--- src/hw/drive_defines.svh ---
// Constants for the drive frequency, stop and brake control block.
// Frequencies are 0.01 Hz units, times 0.1 s units, levels in percent.
`ifndef DRIVE_DEFINES_SVH
`define DRIVE_DEFINES_SVH
`define CLK_MHZ 125
`define TENTH_S_US 100000
`define RAMP_TICK_US 1000
`define STOP_DECEL 2'h0
`define STOP_DCBRAKE 2'h1
`define STOP_COAST 2'h2
`define VF_USER 2'h2
`define BOOST_MANUAL 1'h0
`define BOOST_AUTO 1'h1
`define FUNC_DC_HOLD 5'h0B
`define BOOST_MAX 4'hF
`define AUTO_BOOST_SHIFT 8
`define ADJ_MIN 7'h28
`define ADJ_MAX 7'h6E
`define PCT_DIV 7'h64
`define GAIN_LOW 2'h0
`define GAIN_MID 2'h1
`define GAIN_HIGH 2'h2
`define FREQ_ZERO 16'h0000
`endif

--- src/hw/drive_pkg.sv ---
// Types shared by the drive control block.
// Assumes drive_defines.svh supplies the numeric constants.
package drive_pkg;
	typedef enum logic [2:0] {
		ST_IDLE = 3'b000,
		ST_START_DC = 3'b001,
		ST_RUN = 3'b010,
		ST_DECEL = 3'b011,
		ST_BRAKE_WAIT = 3'b100,
		ST_BRAKE_DC = 3'b101,
		ST_HOLD_DC = 3'b110
	} drive_state_e;
endpackage
--- src/hw/drive_freq_limit_stop_brake.sv ---
// Frequency limiting, torque boost, voltage scaling and stop/DC brake sequencing.
// Assumes settings come from logic on sys_clk; run_cmd and terminal_in3 are pins.
//
// Behaviour
// RULE1: Pattern select value 2 chooses the user volts-per-hertz pattern.
// RULE2: User pattern active means forward and reverse manual boost are ignored.
// RULE3: Output voltage scaled by adjust percent, range 40 to 110, default 100.
// RULE4: Boost select 0 applies manual boost, separate forward and reverse percent.
// RULE5: Boost select 1 computes boost from no-load current and stator resistance.
// RULE6: Stop mode 0 ramps output down to 0 Hz at decel rate.
// RULE7: Stop mode 2 cuts frequency and voltage at once on run removal.
// RULE8: Stop mode 1 decelerates to brake start frequency, then starts DC brake.
// RULE9: At brake start frequency, output stays off for the brake wait time.
// RULE10: After the wait, DC is injected for the brake duration, then stop.
// RULE11: Stop brake level is a percent of rated motor current, 0 to 200.
// RULE12: Zero stop brake level or duration skips DC braking entirely.
// RULE13: Run command first injects start brake level for start brake duration.
// RULE14: Zero start brake level or duration omits DC injection at start.
// RULE15: Input function 11 holds DC at start brake level while stopped.
// RULE16: Frequency commands above maximum frequency are rejected.
// RULE17: Commands below start frequency become 0.00.
// RULE18: Limit select 1 clamps analog and keypad commands between high and low limits.
// RULE19: Skip select 1 never settles inside any of three skip bands.
// RULE20: Ramping passes through skip bands instead of jumping over them.
// RULE21: Rising setpoint inside a band holds at the band's lower edge.
// RULE22: Falling setpoint inside a band holds at the band's upper edge.
// RULE23: Configuring party keeps skip edges between start and maximum frequency.
// RULE24: Inertia ratio 0, 1, 2 selects low, mid, high DC brake gain.
// RULE25: Limit select 0 applies only maximum and start frequency bounds.
`timescale 1ns/100ps
`default_nettype none
`include "drive_defines.svh"
module drive_freq_limit_stop_brake #(
	parameter int TENTH_CYCLES = `TENTH_S_US * `CLK_MHZ,
	parameter int RAMP_CYCLES = `RAMP_TICK_US * `CLK_MHZ
) (
	input wire logic sys_clk,
	input wire logic rst_n,
	input wire logic run_cmd,
	input wire logic reverse,
	input wire logic terminal_in3,
	input wire logic [4:0] input3_function_select,
	input wire logic [15:0] freq_cmd,
	input wire logic cmd_from_link,
	input wire logic [15:0] accel_step,
	input wire logic [15:0] decel_step,
	input wire logic [1:0] vf_pattern_select,
	input wire logic [6:0] vf_volt_pct,
	input wire logic [6:0] out_volt_adjust_pct,
	input wire logic boost_select,
	input wire logic [3:0] fwd_boost_pct,
	input wire logic [3:0] rev_boost_pct,
	input wire logic [9:0] no_load_current,
	input wire logic [7:0] stator_resistance,
	input wire logic [1:0] stop_mode_select,
	input wire logic [15:0] brake_start_freq,
	input wire logic [9:0] brake_wait_time,
	input wire logic [7:0] stop_brake_level,
	input wire logic [9:0] stop_brake_duration,
	input wire logic [7:0] start_brake_level,
	input wire logic [9:0] start_brake_duration,
	input wire logic [9:0] motor_rated_current,
	input wire logic [1:0] load_inertia_ratio,
	input wire logic [15:0] max_freq,
	input wire logic [15:0] start_freq,
	input wire logic limit_select,
	input wire logic [15:0] high_freq_limit,
	input wire logic [15:0] low_freq_limit,
	input wire logic skip_select,
	input wire logic [15:0] skip_band1_low,
	input wire logic [15:0] skip_band1_high,
	input wire logic [15:0] skip_band2_low,
	input wire logic [15:0] skip_band2_high,
	input wire logic [15:0] skip_band3_low,
	input wire logic [15:0] skip_band3_high,
	output logic [15:0] out_freq,
	output logic [7:0] out_volt_pct,
	output logic out_enable,
	output logic dc_inject,
	output logic [10:0] dc_current,
	output logic [1:0] brake_gain,
	output logic [2:0] drive_state
);
	initial begin
		if (TENTH_CYCLES < 1 || RAMP_CYCLES < 1)
			$error("tick counts must be at least one cycle");
	end

	logic rst_q1, rst_s;
	logic run_q1, run_s, in3_q1, in3_s;
	logic [31:0] tenth_cnt, ramp_cnt;
	logic tenth_tick, ramp_tick;
	logic [15:0] target, next_target;
	logic [9:0] tmr;
	drive_pkg::drive_state_e state, next_state;
	logic hold_req, start_dc_on, stop_dc_on;
	logic [3:0] boost_pct;
	logic [15:0] ramp_goal;

	function automatic logic in_band(input logic [15:0] f, input logic [15:0] lo,
		input logic [15:0] hi);
		in_band = (f > lo) && (f < hi);
	endfunction

	function automatic logic [10:0] pct_of(input logic [7:0] pct, input logic [9:0] base);
		logic [17:0] prod;
		prod = 18'(pct) * 18'(base);
		pct_of = 11'(prod / 18'(`PCT_DIV));
	endfunction

	function automatic logic [3:0] auto_boost(input logic [9:0] i0, input logic [7:0] rs);
		logic [17:0] p;
		p = (18'(i0) * 18'(rs)) >> `AUTO_BOOST_SHIFT;
		auto_boost = (p > 18'(`BOOST_MAX)) ? `BOOST_MAX : 4'(p);
	endfunction

	always_ff @(posedge sys_clk or negedge rst_n) begin
		if (!rst_n) begin
			rst_q1 <= 1'b0;
			rst_s <= 1'b0;
		end else begin
			rst_q1 <= 1'b1;
			rst_s <= rst_q1;
		end
	end

	always_ff @(posedge sys_clk or negedge rst_s) begin
		if (!rst_s) begin
			run_q1 <= 1'b0;
			run_s <= 1'b0;
			in3_q1 <= 1'b0;
			in3_s <= 1'b0;
		end else begin
			run_q1 <= run_cmd;
			run_s <= run_q1;
			in3_q1 <= terminal_in3;
			in3_s <= in3_q1;
		end
	end

	// Tenth-second tick times the brake phases; millisecond tick paces the ramp
	always_ff @(posedge sys_clk or negedge rst_s) begin
		if (!rst_s) begin
			tenth_cnt <= 32'h0;
			tenth_tick <= 1'b0;
			ramp_cnt <= 32'h0;
			ramp_tick <= 1'b0;
		end else begin
			tenth_tick <= (tenth_cnt == 32'(TENTH_CYCLES - 1));
			tenth_cnt <= (tenth_cnt == 32'(TENTH_CYCLES - 1)) ? 32'h0 : tenth_cnt + 32'h1;
			ramp_tick <= (ramp_cnt == 32'(RAMP_CYCLES - 1));
			ramp_cnt <= (ramp_cnt == 32'(RAMP_CYCLES - 1)) ? 32'h0 : ramp_cnt + 32'h1;
		end
	end

	// Command shaping: reject, clamp, skip, then start cut
	always_comb begin
		logic [15:0] f;
		f = freq_cmd;
		next_target = target;
		if (freq_cmd <= max_freq) begin //RULE16
			if (limit_select && !cmd_from_link) begin //RULE18
				if (f > high_freq_limit)
					f = high_freq_limit;
				if (f < low_freq_limit)
					f = low_freq_limit;
			end //RULE25
			if (skip_select) begin //RULE19
				if (in_band(f, skip_band1_low, skip_band1_high))
					f = (f > target) ? skip_band1_low : skip_band1_high; //RULE21 RULE22
				else if (in_band(f, skip_band2_low, skip_band2_high))
					f = (f > target) ? skip_band2_low : skip_band2_high; //RULE21 RULE22
				else if (in_band(f, skip_band3_low, skip_band3_high))
					f = (f > target) ? skip_band3_low : skip_band3_high; //RULE21 RULE22
			end
			next_target = (f < start_freq) ? `FREQ_ZERO : f; //RULE17
		end
	end

	always_ff @(posedge sys_clk or negedge rst_s) begin
		if (!rst_s)
			target <= `FREQ_ZERO;
		else
			target <= next_target;
	end

	assign hold_req = in3_s && (input3_function_select == `FUNC_DC_HOLD); //RULE15
	assign start_dc_on = (start_brake_level != 8'h00) && (start_brake_duration != 10'h000);
	assign stop_dc_on = (stop_brake_level != 8'h00) && (stop_brake_duration != 10'h000);

	always_comb begin
		next_state = state;
		case (state)
			drive_pkg::ST_IDLE: begin
				if (run_s)
					next_state = start_dc_on ? drive_pkg::ST_START_DC
						: drive_pkg::ST_RUN; //RULE13 RULE14
				else if (hold_req)
					next_state = drive_pkg::ST_HOLD_DC; //RULE15
			end
			drive_pkg::ST_HOLD_DC: begin
				if (run_s || !hold_req)
					next_state = drive_pkg::ST_IDLE;
			end
			drive_pkg::ST_START_DC: begin
				if (!run_s)
					next_state = drive_pkg::ST_IDLE;
				else if (tmr >= start_brake_duration)
					next_state = drive_pkg::ST_RUN; //RULE13
			end
			drive_pkg::ST_RUN: begin
				if (!run_s)
					next_state = (stop_mode_select == `STOP_COAST) ? drive_pkg::ST_IDLE
						: drive_pkg::ST_DECEL; //RULE7 RULE6
			end
			drive_pkg::ST_DECEL: begin
				if (run_s)
					next_state = drive_pkg::ST_RUN;
				else if (stop_mode_select == `STOP_DCBRAKE && stop_dc_on
					&& out_freq <= brake_start_freq)
					next_state = drive_pkg::ST_BRAKE_WAIT; //RULE8 RULE12
				else if (out_freq == `FREQ_ZERO)
					next_state = drive_pkg::ST_IDLE; //RULE6
			end
			drive_pkg::ST_BRAKE_WAIT: begin
				if (tmr >= brake_wait_time)
					next_state = drive_pkg::ST_BRAKE_DC; //RULE9
			end
			drive_pkg::ST_BRAKE_DC: begin
				if (tmr >= stop_brake_duration)
					next_state = drive_pkg::ST_IDLE; //RULE10
			end
			default: next_state = drive_pkg::ST_IDLE;
		endcase
	end

	always_ff @(posedge sys_clk or negedge rst_s) begin
		if (!rst_s)
			state <= drive_pkg::ST_IDLE;
		else
			state <= next_state;
	end

	// Phase timer in tenths of a second, restarted on every state change
	always_ff @(posedge sys_clk or negedge rst_s) begin
		if (!rst_s)
			tmr <= 10'h000;
		else if (next_state != state)
			tmr <= 10'h000;
		else if (tenth_tick && tmr != 10'h3FF)
			tmr <= tmr + 10'h001;
	end

	// Ramp walks through skip bands in steps of accel_step or decel_step
	assign ramp_goal = (state == drive_pkg::ST_RUN) ? target : `FREQ_ZERO;

	always_ff @(posedge sys_clk or negedge rst_s) begin
		if (!rst_s)
			out_freq <= `FREQ_ZERO;
		else if (next_state != drive_pkg::ST_RUN && next_state != drive_pkg::ST_DECEL)
			out_freq <= `FREQ_ZERO; //RULE7
		else if (ramp_tick) begin
			if (out_freq < ramp_goal)
				out_freq <= (ramp_goal - out_freq > accel_step) ? out_freq + accel_step
					: ramp_goal; //RULE20
			else if (out_freq > ramp_goal)
				out_freq <= (out_freq - ramp_goal > decel_step) ? out_freq - decel_step
					: ramp_goal; //RULE6 RULE20
		end
	end

	always_comb begin
		if (vf_pattern_select == `VF_USER)
			boost_pct = 4'h0; //RULE1 RULE2
		else if (boost_select == `BOOST_AUTO)
			boost_pct = auto_boost(no_load_current, stator_resistance); //RULE5
		else
			boost_pct = reverse ? rev_boost_pct : fwd_boost_pct; //RULE4
	end

	always_ff @(posedge sys_clk or negedge rst_s) begin
		logic [6:0] adj;
		logic [15:0] prod;
		if (!rst_s) begin
			out_volt_pct <= 8'h00;
		end else begin
			adj = out_volt_adjust_pct;
			if (adj < `ADJ_MIN)
				adj = `ADJ_MIN;
			if (adj > `ADJ_MAX)
				adj = `ADJ_MAX;
			prod = (16'(vf_volt_pct) + 16'(boost_pct)) * 16'(adj);
			if (next_state == drive_pkg::ST_RUN || next_state == drive_pkg::ST_DECEL)
				out_volt_pct <= 8'(prod / 16'(`PCT_DIV)); //RULE3
			else
				out_volt_pct <= 8'h00; //RULE7 RULE9
		end
	end

	always_ff @(posedge sys_clk or negedge rst_s) begin
		if (!rst_s) begin
			out_enable <= 1'b0;
			dc_inject <= 1'b0;
			dc_current <= 11'h000;
			drive_state <= 3'h0;
		end else begin
			out_enable <= (next_state == drive_pkg::ST_RUN)
				|| (next_state == drive_pkg::ST_DECEL);
			drive_state <= next_state;
			case (next_state)
				drive_pkg::ST_BRAKE_DC: begin
					dc_inject <= 1'b1;
					dc_current <= pct_of(stop_brake_level, motor_rated_current); //RULE11 RULE10
				end
				drive_pkg::ST_START_DC, drive_pkg::ST_HOLD_DC: begin
					dc_inject <= 1'b1;
					dc_current <= pct_of(start_brake_level, motor_rated_current); //RULE13 RULE15
				end
				default: begin
					dc_inject <= 1'b0;
					dc_current <= 11'h000;
				end
			endcase
		end
	end

	always_ff @(posedge sys_clk or negedge rst_s) begin
		if (!rst_s)
			brake_gain <= `GAIN_LOW;
		else if (load_inertia_ratio == 2'h0)
			brake_gain <= `GAIN_LOW; //RULE24
		else if (load_inertia_ratio == 2'h1)
			brake_gain <= `GAIN_MID; //RULE24
		else
			brake_gain <= `GAIN_HIGH; //RULE24
	end

	property p_reject;
		@(posedge sys_clk) disable iff (!rst_s)
		(freq_cmd > max_freq) |=> (target == $past(target));
	endproperty
	a_reject: assert property (p_reject) else $error("over-max command changed target"); //RULE16

	property p_start_cut;
		@(posedge sys_clk) disable iff (!rst_s)
		(target != 16'h0000) |-> (target >= $past(start_freq));
	endproperty
	a_start_cut: assert property (p_start_cut) else $error("target below start freq"); //RULE17

	property p_limit;
		@(posedge sys_clk) disable iff (!rst_s)
		($past(limit_select) && !$past(cmd_from_link) && $past(freq_cmd) <= $past(max_freq)
			&& !$past(skip_select)) |-> (target == 16'h0000 || target <= $past(high_freq_limit));
	endproperty
	a_limit: assert property (p_limit) else $error("target above high limit"); //RULE18

	property p_coast;
		@(posedge sys_clk) disable iff (!rst_s)
		(state == drive_pkg::ST_RUN && !run_s && stop_mode_select == `STOP_COAST)
			|-> ##1 (out_freq == 16'h0000 && !out_enable && out_volt_pct == 8'h00);
	endproperty
	a_coast: assert property (p_coast) else $error("coast did not cut output"); //RULE7

	property p_wait_off;
		@(posedge sys_clk) disable iff (!rst_s)
		(state == drive_pkg::ST_BRAKE_WAIT && next_state == drive_pkg::ST_BRAKE_WAIT)
			|=> (!out_enable && !dc_inject);
	endproperty
	a_wait_off: assert property (p_wait_off) else $error("output active in brake wait"); //RULE9

	property p_skip_dc;
		@(posedge sys_clk) disable iff (!rst_s)
		(state == drive_pkg::ST_DECEL && (stop_brake_level == 8'h00
			|| stop_brake_duration == 10'h000)) |=> (state != drive_pkg::ST_BRAKE_WAIT);
	endproperty
	a_skip_dc: assert property (p_skip_dc) else $error("brake entered while disabled"); //RULE12

	property p_start_dc;
		@(posedge sys_clk) disable iff (!rst_s)
		(state == drive_pkg::ST_IDLE && run_s) |=>
			(start_dc_on ? state == drive_pkg::ST_START_DC : state == drive_pkg::ST_RUN);
	endproperty
	a_start_dc: assert property (p_start_dc) else $error("wrong start sequence"); //RULE13

	property p_hold;
		@(posedge sys_clk) disable iff (!rst_s)
		(state == drive_pkg::ST_IDLE && !run_s && hold_req) |=> ##0 dc_inject;
	endproperty
	a_hold: assert property (p_hold) else $error("hold DC not injected"); //RULE15

	property p_ramp;
		@(posedge sys_clk) disable iff (!rst_s)
		(state == drive_pkg::ST_RUN && next_state == drive_pkg::ST_RUN)
			|=> (out_freq <= $past(out_freq) + $past(accel_step));
	endproperty
	a_ramp: assert property (p_ramp) else $error("frequency jumped"); //RULE20
endmodule
`default_nettype wire

--- config.mk ---
export PLATFORM = sky130hd
export DESIGN_NAME = drive_freq_limit_stop_brake
export DESIGN_NICKNAME = d
export VERILOG_FILES = /design/src/hw/drive_pkg.sv /design/src/hw/drive_freq_limit_stop_brake.sv
export VERILOG_INCLUDE_DIRS = /design/src /design/src/hw
export SDC_FILE = /design/constraint.sdc
export NUM_CORES = 2
export LEC_CHECK = 0
export ABC_CLOCK_PERIOD_IN_PS = 4200
export BUFFER_PORTS_ARGS = -buffer_cell sky130_fd_sc_hd__buf_2
export CORE_ASPECT_RATIO = 1.5
export CORE_UTILIZATION = 50
export DETAILED_ROUTE_END_ITERATION = 6
export GPL_TIMING_DRIVEN = 0
export PLACE_DENSITY_LB_ADDON = 0.1
export REMOVE_ABC_BUFFERS = 1
export SYNTH_ARGS = -nofsm -noshare
export SYNTH_HDL_FRONTEND = slang
export SYNTH_SLANG_ARGS = --single-unit
--- constraint.sdc ---
create_clock -name sys_clk -period 4.2 [get_ports sys_clk]
set_clock_uncertainty 0.1 [all_clocks]
set_input_delay 0.84 -clock sys_clk [delete_from_list [all_inputs] [get_ports sys_clk]]
set_output_delay 0.84 -clock sys_clk [all_outputs]
set_load 0.02 [all_outputs]
==> flow_summary.yaml <==
floorplanning:
  die_area_um2: 63000
  rows: 111
  chipWidth_um: 205
  ioPinCount: 382
  core-area_um2: 61200
  die_h_um: 307
  start_util: 0.506
status:
  status: "finished, violations left"
  violations: "setup timing"
clocking:
  max-clock-path-buffers: 2
  clockRootBuffer: "clkbuf_16"
  clock_latency_ns: 0.46
  clock-sinks: 140
  cts-buffers-inserted: 17
  htreeDepth: 4
  cts_tree: "done"
  clk_pin_slew_worst_paths_ns: 0.06
min_path:
  hold_class: "input port to async pin"
detailed_routing:
  dr.pass1.iters: 6
  vias: 32520
  antenna_left: 0
  drc: 0
  drtIter0Drc: 2031
  wl_per_cell_um: 19.2
  viasPerCell: 5.92
  routed_wl_um: 106000
global_route:
  grt_max_degree: 62
  grt_pass1_wl_um: 161000
  gr-total-overflow: 0
  grt_use_total: 0.317
  busiest_layer: "met2"
  grt_util_met3: 0.0365
  use_met1: 0.365
  grt_pass1_vias: 32083
  grt_util_met2: 0.579
  antenna_found_initial: 14
yosys:
  ys_warn_count: 0
  ys.flop_type: "dfrtp_1"
  ys_seq_elements: 140
  syn-instance-count: 4004
  syn_avg_cell_area_um2: 7.74
  synth_edf_count: 0
  synth.distinct_cells: 126
  yosysSeqAreaShare: 0.113
  synth_area_um2: 31000
  synthArstFlopShare: 1.00
setup_path:
  worst-setup-path-type: "input port to register"
  cp_max_fo: 8
  required_ns: 4.43
  end_kind: "register"
  cp.buffers_inverters: 15
  crit_path_start_kind: "input port"
  critical-path-top-delay-family: "compound AO/OA/AOI/OAI gates"
  crit_slowest_cell: "fa_1"
  critical_path.max_stage_delay_ns: 0.54
  crit_arrival_ns: 15.98
sta:
  worst_pin_slew_ns: 1.39
  fmax_mhz: 63.5
  fin_hold_ws_ns: 0.0655
  setup_violations: 51
  period_minus_slack_ns: 15.74
  finalHoldViolations: 0
  finalCritPeriodShare: 3.75
  slew_violations: 0
  maxSlewHeadroom: 0.0659
  rsz0062_at_grt: "yes"
  fin_ws_ns: -11.54
layout:
  syn2layout_area_growth_pct: 34.5
  layout.nets: 5656
  final_layout_size_suffix_gt1_frac: 0.315
placement:
  finalWeightedCongestion: 0.950
  port_buffers: 381
  hpwl_um: 75000
  place_ws_ns: -14.81
flow_run:
  drv_cap: 0
## kinds of logic after synthesis
family / count (synthesis) / synth area share
multiplexers: 44 / 0.0155
XOR/XNOR: 186 / 0.0528
adder cells (fa/ha/maj): 642 / 0.302
AO/OA/AOI/OAI: 990 / 0.216
AND/OR/NAND/NOR: 1322 / 0.217
flip-flops: 140 / 0.113
other: 1 / 0.000121
buffers and inverters: 679 / 0.0836
## cell type report
type	instances	area (um^2)
multi-input combinational	3195	28900
antenna	9	22.5
clock buffer	20	457
sequential	140	3510
clock inverter	12	124
inverter	559	2110
fill	5007	19600
timing repair buffer	765	5630
tap	791	990
## layer usage
layer	routed length (um)	up-vias
met5	40	-
met4	5790	6
met3	4920	376
met2	53800	1126
met1	41100	15662
li1	-	15350
## cell usage after synthesis (50+ instances only)
cell | instances | share of area
nor2_1 | 277 | 0.034
nand3_1 | 91 | 0.015
nor2b_1 | 53 | 0.011
and3_1 | 50 | 0.010
ha_1 | 461 | 0.19
nand2_1 | 368 | 0.045
dfrtp_1 | 140 | 0.11
nor3_1 | 58 | 0.0094
a21o_1 | 97 | 0.023
clkbuf_1 | 104 | 0.013
xnor2_1 | 125 | 0.035
o21ai_0 | 200 | 0.032
and2_1 | 162 | 0.033
fa_1 | 177 | 0.11
xor2_1 | 60 | 0.017
a21oi_1 | 264 | 0.043
inv_1 | 556 | 0.067
nand4_1 | 72 | 0.015
## placed cells by master (no fill, tap or decap), types with 45 or more instances in the layout
cell type and count:
a21oi_2 67, a21oi_1 184, nor2_1 242, buf_6 71
and2_1 132, xnor2_1 109, dfrtp_1 136, xor2_1 52
nor2b_1 45, buf_2 344, ha_1 415, buf_4 312
fa_1 164, a21o_1 95, nand4_1 72, inv_1 529
o21ai_0 117, nand2_1 336, nand3_1 81
## sequential cells by signal, indices dropped and copies added (netlist names)
register / count
brake_gain: 2
drive_state: 3
target: 16
rst_q1: 1
out_enable: 1
out_volt_pct: 8
in3_q1: 1
ramp_tick: 1
rst_s: 1
tmr: 10
tenth_tick: 1
run_q1: 1
run_s: 1
dc_current: 11
in3_s: 1
dc_inject: 1
tenth_cnt: 32
ramp_cnt: 32
out_freq: 16
## worst paths after layout
kind,startpoint,end,slack [ns],depth (start not counted)
setup / recovery,no_load_current[5],out_volt_pct[0],-11.54,73
hold / removal,rst_n,rst_s,0.07,1
setup reg to reg,out_freq[14],dc_current[0],-5.93,34
hold reg to reg,rst_s,brake_gain[1],0.17,0
max in group asynchronous,rst_s,ramp_cnt[6],2.88,2
min in group sys_clk,rst_q1,rst_s,0.25,0
## per-stage QoR
stage | std cells | setup TNS (ns) | utilization | cell area (um^2)
detailed placement | 5060 | -362.90 | 0.547 | 33500
finish | 5491 | -222.30 | 0.681 | 41700
global placement | 5056 | -641.51 | 0.545 | 33400
CTS | 5365 | -213.89 | 0.643 | 39400
floorplan | 3884 | -284.61 | - | 30500
global route | 5491 | -238.46 | 0.681 | 41700
## timing repair
item | 4_1_cts | 5_1_grt
hold buffers | 0 | 0
setup buffers | 272 | 115
setup endpoints to repair | 52 | 52
pin swaps | 296 | 251
cloned | 7 | 8
gates resized for setup | 717 | 283
Power is not shown: default switching activity piles up to over one toggle a cycle in this logic, so the estimate is an artifact.
